$ cat config.mk
export PLATFORM = sky130hd
export DESIGN_NAME = awr_top
export DESIGN_NICKNAME = d
export VERILOG_FILES = /design/src/hdl/awr_pkg.sv /design/src/hdl/awr_top.sv /design/src/hdl/awr_history.sv
export SDC_FILE = /design/constraint.sdc
export NUM_CORES = 1
export LEC_CHECK = 0
export CORE_AREA = 2 2 148 150
export CTS_CLUSTER_DIAMETER = 200
export DETAILED_ROUTE_END_ITERATION = 6
export DIE_AREA = 0 0 150 152
export DONT_BUFFER_PORTS = 1
export GPL_ROUTABILITY_DRIVEN = 0
export PLACE_DENSITY_LB_ADDON = 0.2
export SLEW_MARGIN = 20
export SYNTH_ARGS = -nofsm -noshare
export SYNTH_HDL_FRONTEND = slang
export SYNTH_HIERARCHICAL = 1
export SYNTH_SLANG_ARGS = --single-unit
$ cat constraint.sdc
create_clock -name clock -period 2.2 [get_ports clock]
set_input_delay 0.33 -clock clock [delete_from_list [all_inputs] [get_ports clock]]
set_output_delay 0.33 -clock clock [all_outputs]
set_load 0.05 [all_outputs]
$ cat src/hdl/awr_pkg.sv
/*
 * shared constants and carrier types of the alarm and warning recorder:
 * alarm and warning codes, blink counts, register offsets, reset values,
 * interrupt bit positions and timing counts.
 * assumes a single 50 MHz clock domain and a plain strobe register port.
 */
package awr_pkg;

    // ==========================================================
    // timing
    localparam int CLOCK_HZ = 50_000_000;           // system clock rate
    localparam int TICK_US = 1000;                  // timeout unit, microseconds
    localparam int TICK_CYCLES = (CLOCK_HZ / 1_000_000) * TICK_US;

    // ==========================================================
    // alarm and warning codes with indicator blink counts
    localparam logic [7:0] CODE_TIMEOUT = 8'h85;    // link timeout alarm
    localparam logic [3:0] BLINK_TIMEOUT = 4'hC;    // 12 blinks
    localparam logic [7:0] CODE_CONVERTER = 8'h8E;  // network converter alarm
    localparam logic [7:0] CODE_LINK_ERR = 8'h84;   // consecutive link errors
    localparam logic [3:0] BLINK_NONE = 4'h0;       // no blink figure given
    localparam logic [7:0] CODE_MAIN_OFF = 8'h23;   // main power off alarm
    localparam logic [3:0] BLINK_MAIN_OFF = 4'hD;   // 13 blinks
    localparam logic [7:0] CODE_DRIVE_OPEN = 8'h2D; // drive output fault
    localparam logic [3:0] BLINK_DRIVE_OPEN = 4'hE; // 14 blinks
    localparam logic [7:0] CODE_OVERLOAD = 8'h30;   // overload warning
    localparam logic [7:0] CODE_OP_ERROR = 8'h6C;   // operation error warning
    localparam logic [7:0] CODE_SERIAL = 8'h84;     // serial error warning
    localparam logic [8:0] TORQUE_MIN_OPEN = 9'h0C8; // 200 percent

    // ==========================================================
    // history
    localparam int HIST_DEPTH = 10;                 // entries kept
    localparam int HIST_CNT_W = 4;                  // width of entry count

    // ==========================================================
    // register map, byte addresses
    localparam int ADDR_W = 8;
    localparam logic [7:0] REG_TIMEOUT = 8'h00;     // timeout interval, ms
    localparam logic [7:0] REG_ERR_LIMIT = 8'h04;   // link error alarm count
    localparam logic [7:0] REG_TORQUE_LIM = 8'h08;  // torque limit, percent
    localparam logic [7:0] REG_OVERLOAD = 8'h0C;    // overload level, percent
    localparam logic [7:0] REG_ALARM = 8'h10;       // active alarm, write resets
    localparam logic [7:0] REG_WARN = 8'h14;        // warning causes
    localparam logic [7:0] REG_IRQ_STATUS = 8'h18;  // sticky events, w1c
    localparam logic [7:0] REG_IRQ_MASK = 8'h1C;    // event enables
    localparam logic [7:0] REG_HIST_CTRL = 8'h20;   // count, write bit0 clears
    localparam logic [7:0] REG_HIST_BASE = 8'h40;   // entry 0 is newest

    // ==========================================================
    // reset values
    localparam logic [15:0] RST_TIMEOUT = 16'h0000; // zero disables timeout
    localparam logic [7:0] RST_ERR_LIMIT = 8'h03;
    localparam logic [8:0] RST_TORQUE_LIM = 9'h0C8;
    localparam logic [8:0] RST_OVERLOAD = 9'h064;
    localparam logic [7:0] RST_IRQ_MASK = 8'h00;

    // ==========================================================
    // interrupt status bits
    localparam int IRQ_W = 8;
    localparam int IB_TIMEOUT = 0;
    localparam int IB_CONVERTER = 1;
    localparam int IB_MAIN_OFF = 2;
    localparam int IB_DRIVE_OPEN = 3;
    localparam int IB_LINK_ERR = 4;
    localparam int IB_OVERLOAD = 5;
    localparam int IB_OP_ERROR = 6;
    localparam int IB_SERIAL = 7;

    // field positions in the alarm and warning words
    localparam int ALM_VALID_BIT = 16;
    localparam int WARN_OUT_BIT = 3;

    // ==========================================================
    // carriers
    typedef struct packed {
        logic main_power_ok;        // main supply present
        logic control_power_ok;     // control supply present
        logic run_cmd;              // operation command
        logic drive_open;           // drive wiring open detected
        logic converter_alarm;      // network converter reports alarm
        logic forward_run_input;    // forward run terminal
        logic reverse_run_input;    // reverse run terminal
        logic assigned_terminal_on; // terminal being reassigned is on
    } awr_pins_t;

    typedef struct packed {
        logic valid;
        logic [7:0] code;
        logic [3:0] blinks;
    } awr_alarm_t;

endpackage : awr_pkg

$ cat src/hdl/awr_top.sv
/*
 * alarm and warning recorder of a motor driver: detects alarms, drives
 * the warning output, keeps the warning history and raises an interrupt.
 * assumes pins arrive asynchronously, link events and the load torque
 * come from logic on the same clock, and software uses the strobe port.
 */
`timescale 1ns/1ps
module awr_top
    import awr_pkg::*;
#(
    parameter int TICK_LEN = TICK_CYCLES,   // cycles per timeout unit
    parameter int TORQUE_W = 9              // load torque width, percent
)
(
    // clock and reset
    input wire logic clock,
    input wire logic reset_n,
    // asynchronous driver pins
    input wire awr_pins_t pins,
    // same-clock events from the link and drive logic
    input wire logic link_frame_ok,
    input wire logic link_error,
    input wire logic test_mode_exit,
    input wire logic assign_change,
    input wire logic [TORQUE_W-1:0] load_torque,
    // register port
    input wire logic [ADDR_W-1:0] reg_addr,
    input wire logic [31:0] reg_wdata,
    input wire logic reg_write,
    input wire logic reg_read,
    output logic [31:0] reg_rdata,
    // driver outputs
    output logic warning_output,
    output logic alarm_output,
    output logic motor_enable,
    output logic [7:0] alarm_code,
    output logic [3:0] alarm_blinks,
    output logic irq
);

    initial
    begin
        if (TICK_LEN < 1 || TORQUE_W != 9)
            $error("awr_top: unsupported parameter value");
    end

    // ==========================================================
    // pin synchronisers
    awr_pins_t pins_meta_reg;   // first stage, read only by the second
    awr_pins_t pins_sync_reg;   // usable pin levels
    awr_pins_t pins_prev_reg;   // last cycle, for edges

    always_ff @(posedge clock or negedge reset_n)
    begin
        if (!reset_n)
        begin
            pins_meta_reg <= '0;
            pins_sync_reg <= '0;
            pins_prev_reg <= '0;
        end
        else
        begin
            pins_meta_reg <= pins;
            pins_sync_reg <= pins_meta_reg;
            pins_prev_reg <= pins_sync_reg;
        end
    end

    // ==========================================================
    // configuration registers
    logic [15:0] timeout_reg;           // timeout interval in ticks
    logic [7:0] err_limit_reg;          // consecutive error alarm count
    logic [8:0] torque_lim_reg;         // torque limit percent
    logic [8:0] overload_reg;           // overload warning level
    logic [IRQ_W-1:0] irq_mask_reg;     // event enables
    logic wr_hit;                       // decoded write helpers
    logic alarm_reset;                  // software alarm reset pulse
    logic hist_clear;                   // maintenance clear pulse

    assign wr_hit = reg_write;
    assign alarm_reset = wr_hit && reg_addr == REG_ALARM;
    assign hist_clear = wr_hit && reg_addr == REG_HIST_CTRL && reg_wdata[0];

    // software settings; writes to other offsets are dropped
    always_ff @(posedge clock or negedge reset_n)
    begin
        if (!reset_n)
        begin
            timeout_reg <= RST_TIMEOUT;
            err_limit_reg <= RST_ERR_LIMIT;
            torque_lim_reg <= RST_TORQUE_LIM;
            overload_reg <= RST_OVERLOAD;
            irq_mask_reg <= RST_IRQ_MASK;
        end
        else if (wr_hit)
        begin
            if (reg_addr == REG_TIMEOUT)
                timeout_reg <= reg_wdata[15:0];
            else if (reg_addr == REG_ERR_LIMIT)
                err_limit_reg <= reg_wdata[7:0];
            else if (reg_addr == REG_TORQUE_LIM)
                torque_lim_reg <= reg_wdata[8:0];
            else if (reg_addr == REG_OVERLOAD)
                overload_reg <= reg_wdata[8:0];
            else if (reg_addr == REG_IRQ_MASK)
                irq_mask_reg <= reg_wdata[IRQ_W-1:0];
        end
    end

    // ==========================================================
    // link supervision: timeout and consecutive errors
    logic [$clog2(TICK_LEN+1)-1:0] tick_cnt_reg;  // cycles inside one unit
    logic [15:0] idle_cnt_reg;                      // units since last frame
    logic [7:0] err_cnt_reg;                        // consecutive errors
    logic timeout_hit;
    logic err_limit_hit;

    // units count only while the interval is armed; a good frame restarts it
    always_ff @(posedge clock or negedge reset_n)
    begin
        if (!reset_n)
        begin
            tick_cnt_reg <= '0;
            idle_cnt_reg <= '0;
        end
        else if (link_frame_ok || timeout_reg == 16'h0000)
        begin
            tick_cnt_reg <= '0;
            idle_cnt_reg <= '0;
        end
        else if (tick_cnt_reg == ($bits(tick_cnt_reg))'(TICK_LEN - 1))
        begin
            tick_cnt_reg <= '0;
            if (idle_cnt_reg != timeout_reg)
                idle_cnt_reg <= idle_cnt_reg + 16'h0001;
        end
        else
            tick_cnt_reg <= tick_cnt_reg + 1'b1;
    end

    assign timeout_hit = timeout_reg != 16'h0000 && idle_cnt_reg == timeout_reg;

    // errors in a row; saturates so the alarm stays clean
    always_ff @(posedge clock or negedge reset_n)
    begin
        if (!reset_n)
            err_cnt_reg <= '0;
        else if (link_frame_ok)
            err_cnt_reg <= '0;
        else if (link_error && err_cnt_reg != 8'hFF)
            err_cnt_reg <= err_cnt_reg + 8'h01;
    end

    assign err_limit_hit = err_limit_reg != 8'h00 && err_cnt_reg >= err_limit_reg;

    // ==========================================================
    // alarm detection
    logic main_off_hit;     // main power alarm cause
    logic drive_open_hit;   // drive output alarm cause
    awr_alarm_t alarm_new;  // highest priority cause this cycle
    awr_alarm_t alarm_reg;  // latched alarm

    assign main_off_hit =
        (pins_sync_reg.run_cmd && pins_prev_reg.main_power_ok
            && !pins_sync_reg.main_power_ok)
        || (pins_sync_reg.run_cmd && !pins_prev_reg.run_cmd
            && !pins_sync_reg.main_power_ok && pins_sync_reg.control_power_ok);
    // open wiring only counts with the torque limit at 200 percent or more
    assign drive_open_hit = pins_sync_reg.drive_open
        && torque_lim_reg >= TORQUE_MIN_OPEN;

    // fixed priority when causes coincide; only one code can be shown
    always_comb
    begin
        alarm_new = '0;
        if (main_off_hit)
            alarm_new = '{1'b1, CODE_MAIN_OFF, BLINK_MAIN_OFF};
        else if (drive_open_hit)
            alarm_new = '{1'b1, CODE_DRIVE_OPEN, BLINK_DRIVE_OPEN};
        else if (pins_sync_reg.converter_alarm)
            alarm_new = '{1'b1, CODE_CONVERTER, BLINK_NONE};
        else if (timeout_hit)
            alarm_new = '{1'b1, CODE_TIMEOUT, BLINK_TIMEOUT};
        else if (err_limit_hit)
            alarm_new = '{1'b1, CODE_LINK_ERR, BLINK_NONE};
    end

    // first alarm holds until reset; a live cause re-raises at once
    always_ff @(posedge clock or negedge reset_n)
    begin
        if (!reset_n)
            alarm_reg <= '0;
        else if (!alarm_reg.valid || alarm_reset)
            alarm_reg <= alarm_new;
    end

    // ==========================================================
    // warning causes, each a live level
    logic overload_warn;     // load above level
    logic op_err_reg;        // operation error held while inputs stay on
    logic serial_warn_reg;   // link error seen, until a good frame
    logic any_run_in;
    logic [2:0] warn_now;
    logic [2:0] warn_prev_reg;

    assign overload_warn = load_torque > overload_reg;
    assign any_run_in = pins_sync_reg.forward_run_input || pins_sync_reg.reverse_run_input;

    // operation error clears itself once the offending inputs drop
    always_ff @(posedge clock or negedge reset_n)
    begin
        if (!reset_n)
            op_err_reg <= 1'b0;
        else if ((test_mode_exit && any_run_in)
                 || (assign_change && pins_sync_reg.assigned_terminal_on))
            op_err_reg <= 1'b1;
        else if (!any_run_in && !pins_sync_reg.assigned_terminal_on)
            op_err_reg <= 1'b0;
    end

    // serial warning: set wins over the clearing frame
    always_ff @(posedge clock or negedge reset_n)
    begin
        if (!reset_n)
            serial_warn_reg <= 1'b0;
        else if (link_error)
            serial_warn_reg <= 1'b1;
        else if (link_frame_ok)
            serial_warn_reg <= 1'b0;
    end

    assign warn_now = {serial_warn_reg, op_err_reg, overload_warn};

    always_ff @(posedge clock or negedge reset_n)
    begin
        if (!reset_n)
            warn_prev_reg <= '0;
        else
            warn_prev_reg <= warn_now;
    end

    // ==========================================================
    // history: one push per cycle with a new warning, only the lowest new bit recorded if several
    logic [2:0] warn_rise;
    logic hist_push;
    logic [7:0] hist_code;
    logic [7:0] hist_rd_code;
    logic [HIST_CNT_W-1:0] hist_count;
    logic [HIST_CNT_W-1:0] hist_index;

    assign warn_rise = warn_now & ~warn_prev_reg;
    assign hist_push = |warn_rise;
    assign hist_code = warn_rise[0] ? CODE_OVERLOAD
                     : warn_rise[1] ? CODE_OP_ERROR : CODE_SERIAL;
    assign hist_index = reg_addr[HIST_CNT_W+1:2];

    awr_history #(
        .DEPTH(HIST_DEPTH),
        .CODE_W(8)
    ) u_history (
        .clock(clock),
        .reset_n(reset_n),
        .push(hist_push),
        .push_code(hist_code),
        .clear(hist_clear),
        .rd_index(hist_index),
        .rd_code(hist_rd_code),
        .count(hist_count)
    );

    // ==========================================================
    // interrupt status: sticky, write one to clear, set wins
    logic [IRQ_W-1:0] irq_event;
    logic [IRQ_W-1:0] irq_status_reg;
    logic [IRQ_W-1:0] irq_clear;

    always_comb
    begin
        irq_event = '0;
        irq_event[IB_TIMEOUT] = timeout_hit;
        irq_event[IB_CONVERTER] = pins_sync_reg.converter_alarm;
        irq_event[IB_MAIN_OFF] = main_off_hit;
        irq_event[IB_DRIVE_OPEN] = drive_open_hit;
        irq_event[IB_LINK_ERR] = err_limit_hit;
        irq_event[IB_OVERLOAD] = warn_rise[0];
        irq_event[IB_OP_ERROR] = warn_rise[1];
        irq_event[IB_SERIAL] = warn_rise[2];
    end

    assign irq_clear = (wr_hit && reg_addr == REG_IRQ_STATUS) ? reg_wdata[IRQ_W-1:0] : '0;

    always_ff @(posedge clock or negedge reset_n)
    begin
        if (!reset_n)
            irq_status_reg <= '0;
        else
            irq_status_reg <= (irq_status_reg & ~irq_clear) | irq_event;
    end

    // ==========================================================
    // driver outputs, all registered
    always_ff @(posedge clock or negedge reset_n)
    begin
        if (!reset_n)
        begin
            warning_output <= 1'b0;
            alarm_output <= 1'b0;
            motor_enable <= 1'b0;
            alarm_code <= '0;
            alarm_blinks <= '0;
            irq <= 1'b0;
        end
        else
        begin
            warning_output <= |warn_now;
            alarm_output <= alarm_reg.valid;
            // warnings never stop the motor, only alarms do
            motor_enable <= !alarm_reg.valid;
            alarm_code <= alarm_reg.code;
            alarm_blinks <= alarm_reg.blinks;
            irq <= |(irq_status_reg & irq_mask_reg);
        end
    end

    // ==========================================================
    // read data, valid the cycle after the strobe, zero elsewhere
    logic [31:0] rd_mux;

    always_comb
    begin
        rd_mux = '0;
        if (reg_addr == REG_TIMEOUT)
            rd_mux = {16'h0000, timeout_reg};
        else if (reg_addr == REG_ERR_LIMIT)
            rd_mux = {24'h000000, err_limit_reg};
        else if (reg_addr == REG_TORQUE_LIM)
            rd_mux = {23'h000000, torque_lim_reg};
        else if (reg_addr == REG_OVERLOAD)
            rd_mux = {23'h000000, overload_reg};
        else if (reg_addr == REG_ALARM)
            rd_mux = {15'h0000, alarm_reg.valid, 4'h0, alarm_reg.blinks, alarm_reg.code};
        else if (reg_addr == REG_WARN)
            rd_mux = {28'h0000000, warning_output, warn_now};
        else if (reg_addr == REG_IRQ_STATUS)
            rd_mux = {24'h000000, irq_status_reg};
        else if (reg_addr == REG_IRQ_MASK)
            rd_mux = {24'h000000, irq_mask_reg};
        else if (reg_addr == REG_HIST_CTRL)
            rd_mux = {28'h0000000, hist_count};
        else if (reg_addr >= REG_HIST_BASE
                 && reg_addr < REG_HIST_BASE + 8'(4 * HIST_DEPTH)
                 && reg_addr[1:0] == 2'h0)
            rd_mux = {24'h000000, hist_rd_code};
    end

    always_ff @(posedge clock or negedge reset_n)
    begin
        if (!reset_n)
            reg_rdata <= '0;
        else if (reg_read)
            reg_rdata <= rd_mux;
        else
            reg_rdata <= '0;
    end

endmodule : awr_top

$ cat src/hdl/awr_history.sv
/*
 * warning history: a shift store of the newest entries, newest at index 0.
 * assumes push and clear are one-cycle pulses on the same clock.
 */
`timescale 1ns/1ps
module awr_history
    import awr_pkg::*;
#(
    parameter int DEPTH = HIST_DEPTH,
    parameter int CODE_W = 8
)
(
    // clock and reset
    input wire logic clock,
    input wire logic reset_n,
    // control
    input wire logic push,
    input wire logic [CODE_W-1:0] push_code,
    input wire logic clear,
    // read side
    input wire logic [HIST_CNT_W-1:0] rd_index,
    output logic [CODE_W-1:0] rd_code,
    output logic [HIST_CNT_W-1:0] count
);

    initial
    begin
        if (DEPTH < 1 || DEPTH >= (1 << HIST_CNT_W))
            $error("awr_history: DEPTH out of range");
    end

    // ==========================================================
    // storage
    logic [CODE_W-1:0] entry_reg [DEPTH];   // entry 0 newest
    logic [HIST_CNT_W-1:0] count_reg;       // filled entries

    // shift in at the head; the oldest falls off the tail when full
    genvar gi;
    generate
        for (gi = 0; gi < DEPTH; gi++)
        begin : g_entry
            always_ff @(posedge clock or negedge reset_n)
            begin
                if (!reset_n)
                    entry_reg[gi] <= '0;
                else if (clear)
                    entry_reg[gi] <= '0;
                else if (push)
                begin
                    if (gi == 0)
                        entry_reg[gi] <= push_code;
                    else
                        entry_reg[gi] <= entry_reg[gi-1];
                end
            end
        end
    endgenerate

    // count saturates at depth
    always_ff @(posedge clock or negedge reset_n)
    begin
        if (!reset_n)
            count_reg <= '0;
        else if (clear)
            count_reg <= '0;
        else if (push && count_reg != HIST_CNT_W'(DEPTH))
            count_reg <= count_reg + 1'b1;
    end

    // empty slots read as zero
    always_comb
    begin
        rd_code = '0;
        if (rd_index < count_reg)
            rd_code = entry_reg[rd_index];
    end

    assign count = count_reg;

endmodule : awr_history

* Yosys cells after proc, flatten, opt, wreduce, memory -nomap -nowiden
Cells that the tools add are included.
Widths: inputs -> output; s select.
** Word-level totals
- Flip-flop bits (word level) :: 266
- Word-level logic and storage cells :: 192
** Operators by class
- Add/sub/neg operators :: 4
- Order comparisons :: 7
- Equality and inequality tests :: 13
- Muxes and demuxes :: 56
- Bitwise logic cells :: 11
- Reductions and logical operators :: 50
** Operator list (number)
- $mux 8 :: 33
- $mux 17 :: 5
- $mux 16 :: 5
- $mux 13 :: 5
- $add 16x1->16 const B :: 2
- $bmux 8 s4 :: 1
- $eq 8x5->1 const B :: 4
- $mux 32 :: 1
- $logic_and 1x1->1 :: 19
- $and 8x8->8 :: 2
- $eq 16x16->1 :: 1
- $eq 16x16->1 const B :: 1
- $eq 8x4->1 const B :: 2
- $logic_not 16->1 :: 1
- $ne 16x16->1 :: 1
- $reduce_bool 16->1 :: 1
- $reduce_bool 2->1 :: 7
- $ge 9x8->1 const B :: 1
- $gt 9x9->1 :: 1
- $add 8x1->8 const B :: 1
- $eq 8x3->1 const B :: 1
- $eq 8x6->1 const B :: 1
- $ge 8x7->1 const B :: 1
- $ge 8x8->1 :: 1
- other kinds (26) :: 43

* Longest topological paths before layout
- Word-level depth :: 16
- Depth in mapped cells :: 11
- Depth with buffers taken out :: 10

* Hierarchy
The synthesis kept the hierarchy.
** By module, submodules not included
- awr_top :: times used 1, cells an instance 734, area each 7820.0 sq um, sequential area each 3988.8 sq um
- awr_history :: times used 1, cells an instance 366, area each 4250.3 sq um, sequential area each 2102.0 sq um

* Worst setup path after synthesis
Ideal clock, no wire load.
- Kind :: reg2reg
- From :: register overload_reg[6]
- To :: register u_history/entry_reg[43] (netlist name)
- Setup time :: 0.132 ns
- Arrival time :: 2.293 ns
- Required time :: 2.068 ns
- Path slack :: -0.225 ns
- Stages on the path, launching flop included :: 11
- Clock period less this slack :: 2.425 ns
- Cells stage by stage :: dfstp_2 -> inv_1 -> ha_1 -> a211oi_1 -> nand2_1 -> o31ai_1 -> o221ai_1 -> buf_2 -> buf_2 -> mux2i_1 -> nor2_1
** Between the ends
- Cells in the longest elaborated chain, start to end :: 4
** Ends and longest elaborated chain
- start: declaration :: RTL line awr_top.sv:74 : logic [8:0] overload_reg;
- start signal: assignment :: RTL line awr_top.sv:104 : overload_reg <= reg_wdata[8:0];
- $gt 9x9->1 :: RTL line awr_top.sv:206 : assign overload_warn = load_torque > overload_reg;
- $and 3x3->3 :: RTL line awr_top.sv:251 : assign warn_rise = warn_now & ~warn_prev_reg;
- $reduce_or 3->1 :: RTL line awr_top.sv:252 : assign hist_push = |warn_rise;
- named net hist_push :: RTL line awr_top.sv:245 : logic hist_push;
- $reduce_bool 2->1 (no line)
- end signal: indexed assignment :: RTL line awr_history.sv:51 : entry_reg[gi] <= push_code;
- end signal: indexed assignment :: RTL line awr_history.sv:53 : entry_reg[gi] <= entry_reg[gi-1];
- end: declaration :: RTL line awr_history.sv:34 : logic [CODE_W-1:0] entry_reg [DEPTH];
The timed path passes the listed nets, and every way through them passes these cells.
A chain may end at the register's enable or synchronous reset.

* Final worst setup path
- From :: register overload_reg[6]
- To :: register u_history.count_reg[1], in the netlist u_history/count[1]
** Between the ends
- Cells in the longest elaborated chain, start to end :: 5
** Ends and longest elaborated chain
- $gt 9x9->1 :: RTL line awr_top.sv:206
- $and 3x3->3 :: RTL line awr_top.sv:251
- $reduce_or 3->1 :: RTL line awr_top.sv:252
- named net hist_push :: RTL line awr_top.sv:245
- $logic_and 1x1->1 :: RTL line awr_history.sv:66 : else if (push && count_reg != HIST_CNT_W'(DEPTH))
- $reduce_bool 2->1 (no line)
- end signal: assignment :: RTL line awr_history.sv:67 : count_reg <= count_reg + 1'b1;
- end: declaration :: RTL line awr_history.sv:35 : logic [HIST_CNT_W-1:0] count_reg;
The timed path passes the listed nets, and every way through them passes these cells.

==> flow_summary.toml <==
[timing]
setup_tns_ps = -8770
tightestPinTransition_ps = 747
hold_violations = 237
fin_ws_ps = -175
skew_ps = 12.0
slew_headroom_pct = 50.2
period_minus_slack_ps = 2380
whs_ps = -501
slew_viol_final = 0
setup_viol = 83
rsz0062_at_grt = "true"
period_share_pct = 108
max_freq_mhz = 421

[logic_synthesis]
yosysMostFrequentCell = "dfrtp_1"
synth_flop_cell = "dfrtp_1"
synth_area_sq_um = 12100
yosys.area.top_type = "dfrtp_1"
ys_ff_latch = 243
yosysTopAreaCellShare_pct = 48.7
async_reset_ff_share_pct = 100
ys_top_cells_by_area = "dfrtp_1, mux2i_1, mux2_2, nor2_1, ha_1"
seq_area_frac_synth_pct = 50.5
synth-edff-count = 0
syn-mean-instance-area_sq_um = 11.0
ys_warn_count = 6
syn_inst = 1100
ys_top_cells_by_count = "dfrtp_1, nor2_1, mux2i_1, nand2_1, mux2_2"
synth.distinct_cells = 78

[status]
outcome = "finished, violations left"
violations = "hold timing, setup timing"

[drt]
drt_wl_total_um = 29400
via_per_inst = 5.92
wl_per_cell_um = 19.7
drtIter0Drc = 676
post-route-drc-count = 0
ant_nets = 0
drt-pass1-iter-count = 5
via_count = 8838

[clocking]
cts-htree-levels = 1
clkSinkCount = 243
cts_tree = "done"
clock-root-buffer = "clkbuf_16"
insertion_delay_ps = 540
clk_pin_slew_ps = 60
clock_path_buffers = 3
postCtsHoldBufs = 29
cts_buffers = 26

[global_routing]
grt_max_degree = 244
grt_pass1_wl_um = 47700
grt.total_usage_pct = 26.2
grt_pass1_vias = 8809
antenna_found_initial = 0
overflow = 0

[worst_setup_path]
worst_ep_arrival_time_ps = 2840
rr_startpoint = "overload_reg[6]"
cpPeakStageDelay_ps = 540
crit_type = "flip-flop to flip-flop"
cp_top_family = "compound AO/OA/AOI/OAI gates"
r2r_cells = 11
path_depth = 11
path_cells = "inv_2, ha_4, a211oi_2, nand2_1, o31ai_4, o221ai_4, buf_12, buf_4, o21ai_4, mux2_4, nor2_2"
endpoint_kind = "flip-flop"
cp.required_ps = 2670
r2r_end = "u_history/count[1]"
reg2reg_slack_ps = -180
cp-start-kind = "flip-flop"
crit_fanout = 6
worst_path_max_delay_cell = "dfstp_2"
crit_buf_inv = 3

[floorplan]
die_y_um = 152
num_io_pins = 113
chipWidth_um = 150
start_util_pct = 56.5
core_area_sq_um = 21400
design.die.area_sq_um = 22800
rows = 54

[final_layout]
antenna_cells = 0
register_area_sq_um = 6090
drive_above_1_share_pct = 21.1
post-route-util_pct = 67.4
area_growth_pct = 19.2
layout.nets = 1282
largest_register_ffs = 80
multiInputGateArea_sq_um = 5680
nFillCells = 1608

[pwr]
peakVddDrop_mv = 0.695
p_total_uw = 13600
p_leak_uw = 0.00656
pwr_density_cell_nw_per_um2 = 944

[place]
dp_hpwl_um = 19300
io_buffer_count = 0
dp_slack_ps = -369

[hold_path]
hold_path_class = "input pin to asynchronous set/reset pin"

[run]
drv_cap = 0
cells in the final DEF, fill, tap and decap left out, types with 6 or more instances in the layout:
| cell type | Yosys | routed |
|---|---|---|
| dfrtp_1 | 235 | 234 |
| nor2_1 | 135 | 134 |
| mux2i_1 | 100 | 95 |
| nand2_1 | 75 | 75 |
| buf_4 | 19 | 75 |
| mux2_2 | 63 | 62 |
| inv_1 | 34 | 31 |
| xnor2_1 | 29 | 29 |
| a21oi_1 | 32 | 29 |
| dlygate4sd3_1 | 0 | 29 |
| clkbuf_16 | 0 | 27 |
| o21ai_0 | 29 | 25 |
| ha_1 | 25 | 21 |
| nand3_1 | 20 | 20 |
| conb_1 | 1 | 19 |
| nand4_1 | 18 | 18 |
| nand2b_1 | 17 | 17 |
| nor3_1 | 17 | 15 |
| and3_1 | 16 | 14 |
| a22oi_1 | 12 | 12 |
| o22ai_1 | 12 | 12 |
| xor2_1 | 10 | 10 |
| nor4_1 | 10 | 9 |
| dfstp_2 | 8 | 8 |
| buf_12 | 2 | 8 |
| o31ai_1 | 8 | 7 |
| or3_1 | 7 | 7 |
| clkbuf_8 | 0 | 7 |
| o21a_1 | 6 | 6 |
| a31oi_1 | 7 | 6 |
| bufinv_16 | 0 | 6 |
metal layers:
metal | up-vias | share of wire, % | GRT usage, %
met1 | 4380 | 45 | 39.2
met5 | - | 0 | 0
met2 | 324 | 45 | 39.5
met4 | 0 | 1.9 | 5.93
li1 | 4087 | - | -
met3 | 47 | 7.9 | 5.44
power breakdown:
part	internal, uW	switching, uW	total (uW)	leakage, uW
clock network	3180	1810	4980	0.000478
registers	5230	653	5880	0.00305
logic	1380	1330	2710	0.00303
cell type report:
| type | instances | area share (%) |
|---|---|---|
| clock inverters | 9 | 1.39 |
| flip-flops and latches | 243 | 42.4 |
| clock buffers | 39 | 5.50 |
| well taps | 280 | 2.44 |
| inverters | 34 | 0.887 |
| multi-input cells | 767 | 39.5 |
| repair buffers | 120 | 7.93 |
through the flow:
step	area, sq um	cells
floorplan	12200	1118
detailed placement	12800	1408
global route	14400	1492
global placement	12800	1408
CTS	14300	1490
finish	14400	1492
what timing repair did:
| action | in CTS | in global routing |
|---|---|---|
| setup buffers | 4 | 3 |
| resized for setup | 20 | 29 |
| gates cloned | 2 | 0 |
| endpoints found under the setup margin | 88 | 95 |
| endpoints found under the hold margin | 333 | 243 |
| pin swaps | 16 | 27 |
worst max path at each step:
stage                         endpoint             from  slack [ps]
2_1_floorplan  u_history/entry_reg[43]  overload_reg[6]          -2
3_3_place_gp   u_history/entry_reg[49]  overload_reg[6]        -260
3_5_place_dp   u_history/entry_reg[60]  overload_reg[6]        -370
4_1_cts        u_history/entry_reg[19]  overload_reg[6]        -190
5_1_grt         u_history/entry_reg[5]  overload_reg[8]        -330
6_report            u_history/count[1]  overload_reg[6]        -180
cells by family after synthesis:
| family | share of synthesized area (%) |
|---|---|
| compound gates | 9.40 |
| xor+xnor | 2.83 |
| fa+ha+maj | 2.59 |
| buf+inv | 4.60 |
| flops | 50.5 |
| mux | 16.3 |
| other cells | 0.0311 |
| simple gates | 13.7 |
Note: power is estimated with default switching activity, not from simulation.
